[src/logic/rx_pkg.sv]
// constants and types shared by the serial receiver files
package rx_pkg;

  // ----------------------------------------
  // register map (byte addresses)
  // ----------------------------------------
  localparam logic [7:0] ADDR_DATA  = 8'h00;
  localparam logic [7:0] ADDR_STAT  = 8'h04;
  localparam logic [7:0] ADDR_CTRLB = 8'h08;
  localparam logic [7:0] ADDR_CTRLC = 8'h0C;
  localparam logic [7:0] ADDR_BAUD  = 8'h10;

  // ----------------------------------------
  // field positions
  // ----------------------------------------
  localparam int STAT_RXC   = 7;
  localparam int STAT_FE    = 4;
  localparam int STAT_PE    = 2;
  localparam int STAT_DS    = 1;
  localparam int CTRLB_EN   = 4;
  localparam int CTRLC_PM_H = 5;
  localparam int CTRLC_PM_L = 4;
  localparam int CTRLC_CS_H = 2;
  localparam int CTRLC_CS_L = 1;

  // ----------------------------------------
  // reset values
  // ----------------------------------------
  localparam logic [7:0]  CTRLC_RST = 8'h06;
  localparam logic [11:0] BAUD_RST  = 12'h000;

  // ----------------------------------------
  // sampling
  // ----------------------------------------
  localparam logic [4:0] SAMP_NORM = 5'h10;
  localparam logic [4:0] SAMP_DS   = 5'h08;
  localparam logic [4:0] VOTE_NORM = 5'h08;
  localparam logic [4:0] VOTE_DS   = 5'h04;
  localparam logic [4:0] VOTE_SPAN = 5'h02;
  localparam int         BUF_DEPTH = 2;
  localparam int         ENTRY_W   = 10;

  typedef enum logic [4:0] {
    ST_IDLE  = 5'b00001,
    ST_START = 5'b00010,
    ST_BITS  = 5'b00100,
    ST_PAR   = 5'b01000,
    ST_STOP  = 5'b10000
  } rx_state_e;

endpackage : rx_pkg

[src/logic/rx_buffer.sv]
// two-entry receive buffer holding data with its error flags
`timescale 1ns/1ps
`default_nettype none
module rx_buffer
  import rx_pkg::*;
(
  input  wire logic               hclk,
  input  wire logic               hresetn,
  input  wire logic               flush,
  input  wire logic               push,
  input  wire logic [ENTRY_W-1:0] push_data,
  input  wire logic               pop,
  output logic      [ENTRY_W-1:0] head,
  output logic                    not_empty
);
  import rx_pkg::*;

  // ----------------------------------------
  // state
  // ----------------------------------------
  logic [ENTRY_W-1:0] mem_reg [BUF_DEPTH];
  logic [ENTRY_W-1:0] mem_next [BUF_DEPTH];
  logic               wr_reg, wr_next;
  logic               rd_reg, rd_next;
  logic [1:0]         cnt_reg, cnt_next;
  logic               do_push;
  logic               do_pop;

  // a full buffer drops the new character rather than stall the line
  assign do_push   = push && (cnt_reg != 2'(BUF_DEPTH));
  assign do_pop    = pop && (cnt_reg != 2'h0);
  assign head      = mem_reg[rd_reg];
  assign not_empty = (cnt_reg != 2'h0);

  genvar gi;
  generate
    for (gi = 0; gi < BUF_DEPTH; gi++) begin : g_entry
      always_comb begin
        mem_next[gi] = mem_reg[gi];
        if (do_push && (wr_reg == 1'(gi))) begin
          mem_next[gi] = push_data;
        end
      end
      always_ff @(posedge hclk or negedge hresetn) begin
        if (!hresetn) begin
          mem_reg[gi] <= '0;
        end else begin
          mem_reg[gi] <= mem_next[gi];
        end
      end
    end
  endgenerate

  always_comb begin
    wr_next  = wr_reg;
    rd_next  = rd_reg;
    cnt_next = cnt_reg;
    if (flush) begin
      wr_next  = 1'b0;
      rd_next  = 1'b0;
      cnt_next = 2'h0;
    end else begin
      if (do_push) begin
        wr_next = ~wr_reg;
      end
      if (do_pop) begin
        rd_next = ~rd_reg;
      end
      cnt_next = cnt_reg + 2'(do_push) - 2'(do_pop);
    end
  end

  always_ff @(posedge hclk or negedge hresetn) begin
    if (!hresetn) begin
      wr_reg  <= 1'b0;
      rd_reg  <= 1'b0;
      cnt_reg <= 2'h0;
    end else begin
      wr_reg  <= wr_next;
      rd_reg  <= rd_next;
      cnt_reg <= cnt_next;
    end
  end

endmodule : rx_buffer
`default_nettype wire

[src/logic/serial_rx.sv]
// asynchronous serial receiver with oversampled recovery and ahb-lite registers
// How it works
// - parity checked only when mode high bit set
// - mode low bit selects odd or even parity
// - parity outcome stored with data and stop
// - parity flag follows oldest unread character
// - disable aborts frame and releases pin
// - disable flushes every buffered character
// - sample at 16x, or 8x double speed
// - start checked at samples 8-10 or 4-6
// - majority high start is noise, rewait edge
// - valid start aligns bit phase each frame
// - sixteen or eight states per bit
// - each bit is majority of three centre samples
// - voting starts at sample 8 or 4
// - stop after first stop bit, ignore rest
// - zero first stop bit sets frame error
// - next start accepted right after stop vote at normal speed
// - parity flag reads zero when checking off
// - buffer holds two characters; a third finished while full is dropped
// - complete flag set while buffer holds data
// - enable takes over the receive pin
`timescale 1ns/1ps
`default_nettype none
module serial_rx
  import rx_pkg::*;
(
  input  wire logic        hclk,
  input  wire logic        hresetn,
  input  wire logic        hsel,
  input  wire logic [31:0] haddr,
  input  wire logic [1:0]  htrans,
  input  wire logic        hwrite,
  input  wire logic [2:0]  hsize,
  input  wire logic [31:0] hwdata,
  input  wire logic        hready,
  output logic      [31:0] hrdata,
  output logic             hreadyout,
  output logic             hresp,
  input  wire logic        serial_in_pin,
  output logic             serial_pin_owned
);
  import rx_pkg::*;

  // ----------------------------------------
  // bus slave
  // ----------------------------------------
  logic        wr_pend_reg, wr_pend_next;
  logic [7:0]  wr_addr_reg, wr_addr_next;
  logic [31:0] rdata_reg, rdata_next;
  logic        double_speed_select_reg, double_speed_select_next;
  logic        receiver_enable_reg, receiver_enable_next;
  logic [7:0]  serial_control_c_reg, serial_control_c_next;
  logic [11:0] baud_div_reg, baud_div_next;
  logic        addr_ok;
  logic        rd_pop;
  logic [ENTRY_W-1:0] head;
  logic        head_valid;
  logic        rx_complete_flag;
  logic        parity_error_flag;
  logic        frame_error_flag;
  logic [7:0]  serial_status_a;

  assign hreadyout = 1'b1;
  assign hresp     = 1'b0;
  assign hrdata    = rdata_reg;
  assign addr_ok   = hsel && hready && htrans[1];
  assign rd_pop    = addr_ok && !hwrite && (haddr[7:0] == ADDR_DATA);
  assign serial_pin_owned  = receiver_enable_reg;
  assign rx_complete_flag  = head_valid;
  assign frame_error_flag  = rx_complete_flag && head[8];
  // checking switched off masks any stored parity error
  assign parity_error_flag = rx_complete_flag && head[9]
                             && serial_control_c_reg[CTRLC_PM_H];

  always_comb begin
    serial_status_a           = 8'h00;
    serial_status_a[STAT_RXC] = rx_complete_flag;
    serial_status_a[STAT_FE]  = frame_error_flag;
    serial_status_a[STAT_PE]  = parity_error_flag;
    serial_status_a[STAT_DS]  = double_speed_select_reg;
  end

  always_comb begin
    wr_pend_next             = addr_ok && hwrite;
    wr_addr_next             = haddr[7:0];
    rdata_next               = rdata_reg;
    double_speed_select_next = double_speed_select_reg;
    receiver_enable_next     = receiver_enable_reg;
    serial_control_c_next    = serial_control_c_reg;
    baud_div_next            = baud_div_reg;
    if (addr_ok && !hwrite) begin
      unique case (haddr[7:0])
        ADDR_DATA:  rdata_next = {24'h000000, head[7:0]};
        ADDR_STAT:  rdata_next = {24'h000000, serial_status_a};
        ADDR_CTRLB: rdata_next = {27'h0000000, receiver_enable_reg, 4'h0};
        ADDR_CTRLC: rdata_next = {24'h000000, serial_control_c_reg};
        ADDR_BAUD:  rdata_next = {20'h00000, baud_div_reg};
        default:    rdata_next = 32'h00000000;
      endcase
    end
    if (wr_pend_reg) begin
      unique case (wr_addr_reg)
        ADDR_STAT:  double_speed_select_next = hwdata[STAT_DS];
        ADDR_CTRLB: receiver_enable_next     = hwdata[CTRLB_EN];
        ADDR_CTRLC: serial_control_c_next    = hwdata[7:0];
        ADDR_BAUD:  baud_div_next            = hwdata[11:0];
        default:    ;
      endcase
    end
  end

  always_ff @(posedge hclk or negedge hresetn) begin
    if (!hresetn) begin
      wr_pend_reg             <= 1'b0;
      wr_addr_reg             <= 8'h00;
      rdata_reg               <= 32'h00000000;
      double_speed_select_reg <= 1'b0;
      receiver_enable_reg     <= 1'b0;
      serial_control_c_reg    <= CTRLC_RST;
      baud_div_reg            <= BAUD_RST;
    end else begin
      wr_pend_reg             <= wr_pend_next;
      wr_addr_reg             <= wr_addr_next;
      rdata_reg               <= rdata_next;
      double_speed_select_reg <= double_speed_select_next;
      receiver_enable_reg     <= receiver_enable_next;
      serial_control_c_reg    <= serial_control_c_next;
      baud_div_reg            <= baud_div_next;
    end
  end

  // ----------------------------------------
  // sample tick
  // ----------------------------------------
  logic [11:0] div_reg, div_next;
  logic        tick;

  assign tick = (div_reg == 12'h000);

  always_comb begin
    div_next = tick ? baud_div_reg : div_reg - 12'h001;
    if (!receiver_enable_reg) begin
      div_next = baud_div_reg;
    end
  end

  always_ff @(posedge hclk or negedge hresetn) begin
    if (!hresetn) begin
      div_reg <= BAUD_RST;
    end else begin
      div_reg <= div_next;
    end
  end

  // ----------------------------------------
  // clock and data recovery
  // ----------------------------------------
  rx_state_e   state_reg, state_next;
  logic [4:0]  samp_reg, samp_next;
  logic [1:0]  vote_reg, vote_next;
  logic [3:0]  bitn_reg, bitn_next;
  logic [7:0]  shift_reg, shift_next;
  logic        par_reg, par_next;
  logic        prev_high_reg, prev_high_next;
  logic        hold_reg, hold_next;
  logic [4:0]  samp_per_bit;
  logic [4:0]  vote_first;
  logic        in_vote;
  logic        decide;
  logic        maj;
  logic [3:0]  nbits;
  logic [7:0]  data_al;
  logic        par_calc;
  logic        push;
  logic [ENTRY_W-1:0] push_data;
  logic        pm_on;

  assign pm_on        = serial_control_c_reg[CTRLC_PM_H];
  assign samp_per_bit = double_speed_select_reg ? SAMP_DS : SAMP_NORM;
  assign vote_first   = double_speed_select_reg ? VOTE_DS : VOTE_NORM;
  assign in_vote      = (samp_reg >= vote_first) && (samp_reg <= vote_first + VOTE_SPAN);
  assign decide       = tick && (samp_reg == vote_first + VOTE_SPAN);
  // two of three centre samples settle the bit
  assign maj = (vote_reg[1] & vote_reg[0]) | (vote_reg[1] & serial_in_pin)
             | (vote_reg[0] & serial_in_pin);
  assign nbits = 4'h5 + {2'b00, serial_control_c_reg[CTRLC_CS_H:CTRLC_CS_L]};

  always_comb begin
    unique case (serial_control_c_reg[CTRLC_CS_H:CTRLC_CS_L])
      2'h0:    data_al = {3'h0, shift_reg[7:3]};
      2'h1:    data_al = {2'h0, shift_reg[7:2]};
      2'h2:    data_al = {1'h0, shift_reg[7:1]};
      default: data_al = shift_reg;
    endcase
  end

  // odd parity inverts the even sum
  assign par_calc = (^data_al) ^ serial_control_c_reg[CTRLC_PM_L];
  assign push_data = {pm_on && (par_calc != par_reg), !maj, data_al};

  always_comb begin
    state_next     = state_reg;
    samp_next      = samp_reg;
    vote_next      = vote_reg;
    bitn_next      = bitn_reg;
    shift_next     = shift_reg;
    par_next       = par_reg;
    prev_high_next = prev_high_reg;
    hold_next      = hold_reg;
    push           = 1'b0;
    if (tick && state_reg != ST_IDLE) begin
      samp_next = (samp_reg == samp_per_bit) ? 5'h01 : samp_reg + 5'h01;
      if (in_vote) begin
        vote_next = {vote_reg[0], serial_in_pin};
      end
    end
    unique case (state_reg)
      ST_IDLE: begin
        if (tick) begin
          prev_high_next = serial_in_pin;
          // late start acceptance in double speed
          if (hold_reg) begin
            hold_next = 1'b0;
          end else if (prev_high_reg && !serial_in_pin) begin
            samp_next  = 5'h02;
            state_next = ST_START;
          end
        end
      end
      ST_START: begin
        if (decide) begin
          if (maj) begin
            state_next     = ST_IDLE;
            prev_high_next = serial_in_pin;
          end else begin
            state_next = ST_BITS;
            bitn_next  = 4'h0;
          end
        end
      end
      ST_BITS: begin
        if (decide) begin
          shift_next = {maj, shift_reg[7:1]};
          bitn_next  = bitn_reg + 4'h1;
          if (bitn_reg == nbits - 4'h1) begin
            state_next = pm_on ? ST_PAR : ST_STOP;
          end
        end
      end
      ST_PAR: begin
        if (decide) begin
          par_next   = maj;
          state_next = ST_STOP;
        end
      end
      ST_STOP: begin
        if (decide) begin
          push           = 1'b1;
          state_next     = ST_IDLE;
          prev_high_next = serial_in_pin;
          hold_next      = double_speed_select_reg;
        end
      end
      default: state_next = ST_IDLE;
    endcase
    if (!receiver_enable_reg) begin
      state_next     = ST_IDLE;
      prev_high_next = 1'b0;
      hold_next      = 1'b0;
      push           = 1'b0;
    end
  end

  always_ff @(posedge hclk or negedge hresetn) begin
    if (!hresetn) begin
      state_reg     <= ST_IDLE;
      samp_reg      <= 5'h00;
      vote_reg      <= 2'h0;
      bitn_reg      <= 4'h0;
      shift_reg     <= 8'h00;
      par_reg       <= 1'b0;
      prev_high_reg <= 1'b0;
      hold_reg      <= 1'b0;
    end else begin
      state_reg     <= state_next;
      samp_reg      <= samp_next;
      vote_reg      <= vote_next;
      bitn_reg      <= bitn_next;
      shift_reg     <= shift_next;
      par_reg       <= par_next;
      prev_high_reg <= prev_high_next;
      hold_reg      <= hold_next;
    end
  end

  // ----------------------------------------
  // receive buffer
  // ----------------------------------------
  rx_buffer u_buf (
    .hclk      (hclk),
    .hresetn   (hresetn),
    .flush     (!receiver_enable_reg),
    .push      (push),
    .push_data (push_data),
    .pop       (rd_pop),
    .head      (head),
    .not_empty (head_valid)
  );

endmodule : serial_rx
`default_nettype wire

[config.mk]
export PLATFORM = sky130hd
export DESIGN_NAME = serial_rx
export DESIGN_NICKNAME = d
export VERILOG_FILES = /design/src/logic/rx_pkg.sv /design/src/logic/rx_buffer.sv /design/src/logic/serial_rx.sv
export SDC_FILE = /design/constraint.sdc
export NUM_CORES = 1
export LEC_CHECK = 0
export BUFFER_PORTS_ARGS = -buffer_cell sky130_fd_sc_hd__buf_4
export CORE_MARGIN = 3
export CORE_UTILIZATION = 45
export DETAILED_ROUTE_END_ITERATION = 12
export GPL_TIMING_DRIVEN = 0
export PLACE_DENSITY = 0.72
export SLEW_MARGIN = 15
export SYNTH_ARGS = -nofsm -noshare
export SYNTH_HDL_FRONTEND = slang
export SYNTH_SLANG_ARGS = --single-unit
[constraint.sdc]
create_clock -name hclk -period 2.95 [get_ports hclk]
set_input_delay 0.59 -clock hclk [delete_from_list [all_inputs] [get_ports hclk]]
set_output_delay 0.59 -clock hclk [all_outputs]
set_load 0.02 [all_outputs]
==> results.sh <==
export IMPL_rows=39
export IMPL_min_period_over_period=0.9155
export IMPL_drt_initial_drc_count=297
export IMPL_yosys_warnings=0
export IMPL_criticalPathCategory="flip-flop to flip-flop"
export IMPL_power_density_nw_per_um2=455.6
export IMPL_fin_worst_skew_ps=9.498
export IMPL_tightestPinTransition_ps=955.9
export IMPL_fmax_mhz=370.3
export IMPL_clk_latency_ps=340
export IMPL_synth_edf_count=0
export IMPL_nFillCells=1057
export IMPL_crit_family="simple AND/OR/NAND/NOR gates"
export IMPL_largest_reg_flops=20
export IMPL_final_util=0.5459
export IMPL_rsz0062_at_grt="false"
export IMPL_syn_cell_area_um2=5513
export IMPL_cts_root_buf="clkbuf_16"
export IMPL_synth_avg_cell_area_um2=10.60
export IMPL_synth_area_leaders="dfrtp_1 (47%), mux2_2 (8.8%), nand2_1 (4.4%)"
export IMPL_cts_buffers=9
export IMPL_leakagePower_nw=2.960
export IMPL_cp_start_kind="flip-flop"
export IMPL_cp_buffers_inverters=2
export IMPL_chipWidth_um=116.7
export IMPL_drc=0
export IMPL_globalRouteMet3Util=0.04301
export IMPL_hold_violations=0
export IMPL_clockBufferDepth=2
export IMPL_grtUsageTotal=0.1895
export IMPL_synth_seq_area_share=0.4818
export IMPL_fp_dieArea_um2=13610
export IMPL_critPathMaxFanout=7
export IMPL_slowest_delay_ps=430
export IMPL_post_route_min_period_ps=2701
export IMPL_grt_pass1_wl_mm=20.15
export IMPL_cp_end_kind="flip-flop"
export IMPL_wl_per_cell_um=16.63
export IMPL_htree_levels=3
export IMPL_synth_top_area_frac=0.4675
export IMPL_synthTopCellsByCount="dfrtp_1 (103), nand2_1 (65), mux2_2 (43), nor2_1 (34), o21ai_0 (32)"
export IMPL_use_met1=0.2554
export IMPL_dr_total_vias=4042
export IMPL_grt_pass1_vias=3993
export IMPL_yosys_area_top_type="dfrtp_1"
export IMPL_vdd_drop_max_mv=0.2935
export IMPL_gr_max_usage_layer="met2"
export IMPL_grt_max_degree=107
export IMPL_drive_above_1_share=0.2588
export IMPL_grt_use_met2=0.3053
export IMPL_ys_async_sr_fraction=1.000
export IMPL_finalSetupViolCount=0
export IMPL_n_antenna_cell=0
export IMPL_slew_violations=0
export IMPL_ioPinCount=110
export IMPL_power_total_mw=2.913
export IMPL_hold_ws_ps=346.1
export IMPL_max_slew_margin=0.3628
export IMPL_ys_types=70
export IMPL_synth_seq_cells=106
export IMPL_status="completed"
export IMPL_portBuffers=39
export IMPL_core_um2=11710
export IMPL_synth_cells=520
export IMPL_grt_overflow=0
export IMPL_cts_tree="yes"
export IMPL_post_dp_hpwl_mm=8.811
export IMPL_drtPass1Iterations=4
export IMPL_crit_required_ps=3180
export IMPL_clock_sinks=106
export IMPL_cts_setup_buffers=0
export IMPL_hp_class="primary input to async pin"
export IMPL_synthFlopType="dfrtp_1"
export IMPL_routed_wl_mm=12.27
export IMPL_syn_to_final_growth_pct=15.98
export IMPL_fp_dieH_um=116.7
export IMPL_maxCapViolCount=0
export IMPL_gp_congestion=0.9132
export IMPL_critical_path_cell_chain="inv_1 > ha_1 > or4b_1 > buf_2 > or3_1 > or2_1 > nor3_2 > mux2_2"
export IMPL_cp_arrival_ps=2930
export IMPL_antenna_found_initial=0
export IMPL_synth_most_common_cell="dfrtp_1"
export IMPL_path_clk_slew_ps=70
export IMPL_start_util=0.4707
export IMPL_vias_per_cell=5.477
export IMPL_cp_slowest_cell="or4b_1"
export IMPL_nets=674
export IMPL_ant_nets=0
## stage by stage
stage | TNS, ps | instances | worst slack, ps | cell area, µm²
final | 0 | 738 | 249.4 | 6394
after global routing | 0 | 738 | 56.76 | 6394
after CTS | 0 | 738 | 51.98 | 6375
after detailed placement | -659.7 | 722 | -407.9 | 6063
after global placement | -555.8 | 722 | -339.5 | 6060
after floorplan | 0 | 540 | 107.7 | 5588
## area by class of cell
class | instances | area, µm² | share of cell area
sequential | 106 | 2656 | 0.4155
multi-input combinational | 377 | 2626 | 0.4108
timing repair buffer | 39 | 296.5 | 0.04638
buffer | 46 | 287.8 | 0.04501
clock buffer | 12 | 256.5 | 0.04012
tap | 143 | 178.9 | 0.02798
clock inverter | 4 | 50.05 | 0.007828
inverter | 11 | 41.29 | 0.006458
## power by group
part           switching (mW)  internal (mW)  leakage (nW)
clock                   0.523          0.704         0.145
combinational           0.115         0.0805          1.41
sequential             0.0192           1.47          1.40
## worst paths after layout
kind | from | end | slack [ps] | cells after the start
max | div_reg[0] | vote_reg[0] | 250 | 8
min | hresetn | bitn_reg[3] | 350 | 1
max reg2reg | div_reg[0] | vote_reg[0] | 250 | 8
min reg2reg | hrdata[11] | hrdata[11] | 470 | 2
max in group asynchronous | hresetn | vote_reg[1] | 1940 | 1
min in group hclk | haddr[5] | wr_addr_reg[5] | 360 | 1
## cell usage in the layout, fill, tap and decap left out, types with 13 or more instances in the layout
cell type,n
dfrtp_1,103
nand2_1,64
buf_4,60
mux2_2,43
nor2_1,34
o21ai_0,32
conb_1,22
clkbuf_1,18
nand3_1,14
xnor2_1,14
mux2i_1,13
## cell families after synthesis
group	count (synthesis)	synth area share
AOI/OAI and AO/OA	86	0.1035
other	2	0.001362
adders and majority gates	10	0.02224
xor gates and xnor gates	25	0.04744
muxes	58	0.1196
DFF	106	0.4818
buffers and inverters	57	0.05969
and+or+nand+nor	176	0.1643
## what timing repair did
| item | 4_1_cts | 5_1_grt |
|---|---|---|
| endpoints found under the hold margin | 0 | 0 |
| pin swaps | 0 | 1 |
| hold buffers | 0 | 0 |
| resized for setup | 1 | 4 |
| gates cloned | 0 | 0 |
| setup endpoints to repair | 1 | 14 |
## routing by layer
metal  up-vias  routed length (µm)
met2        88                6001
li1       1925                   -
met3        20                 532
met4         0                 189
met1      2009                5548
met5         -                   0
Power figures use the tool's default switching activity.
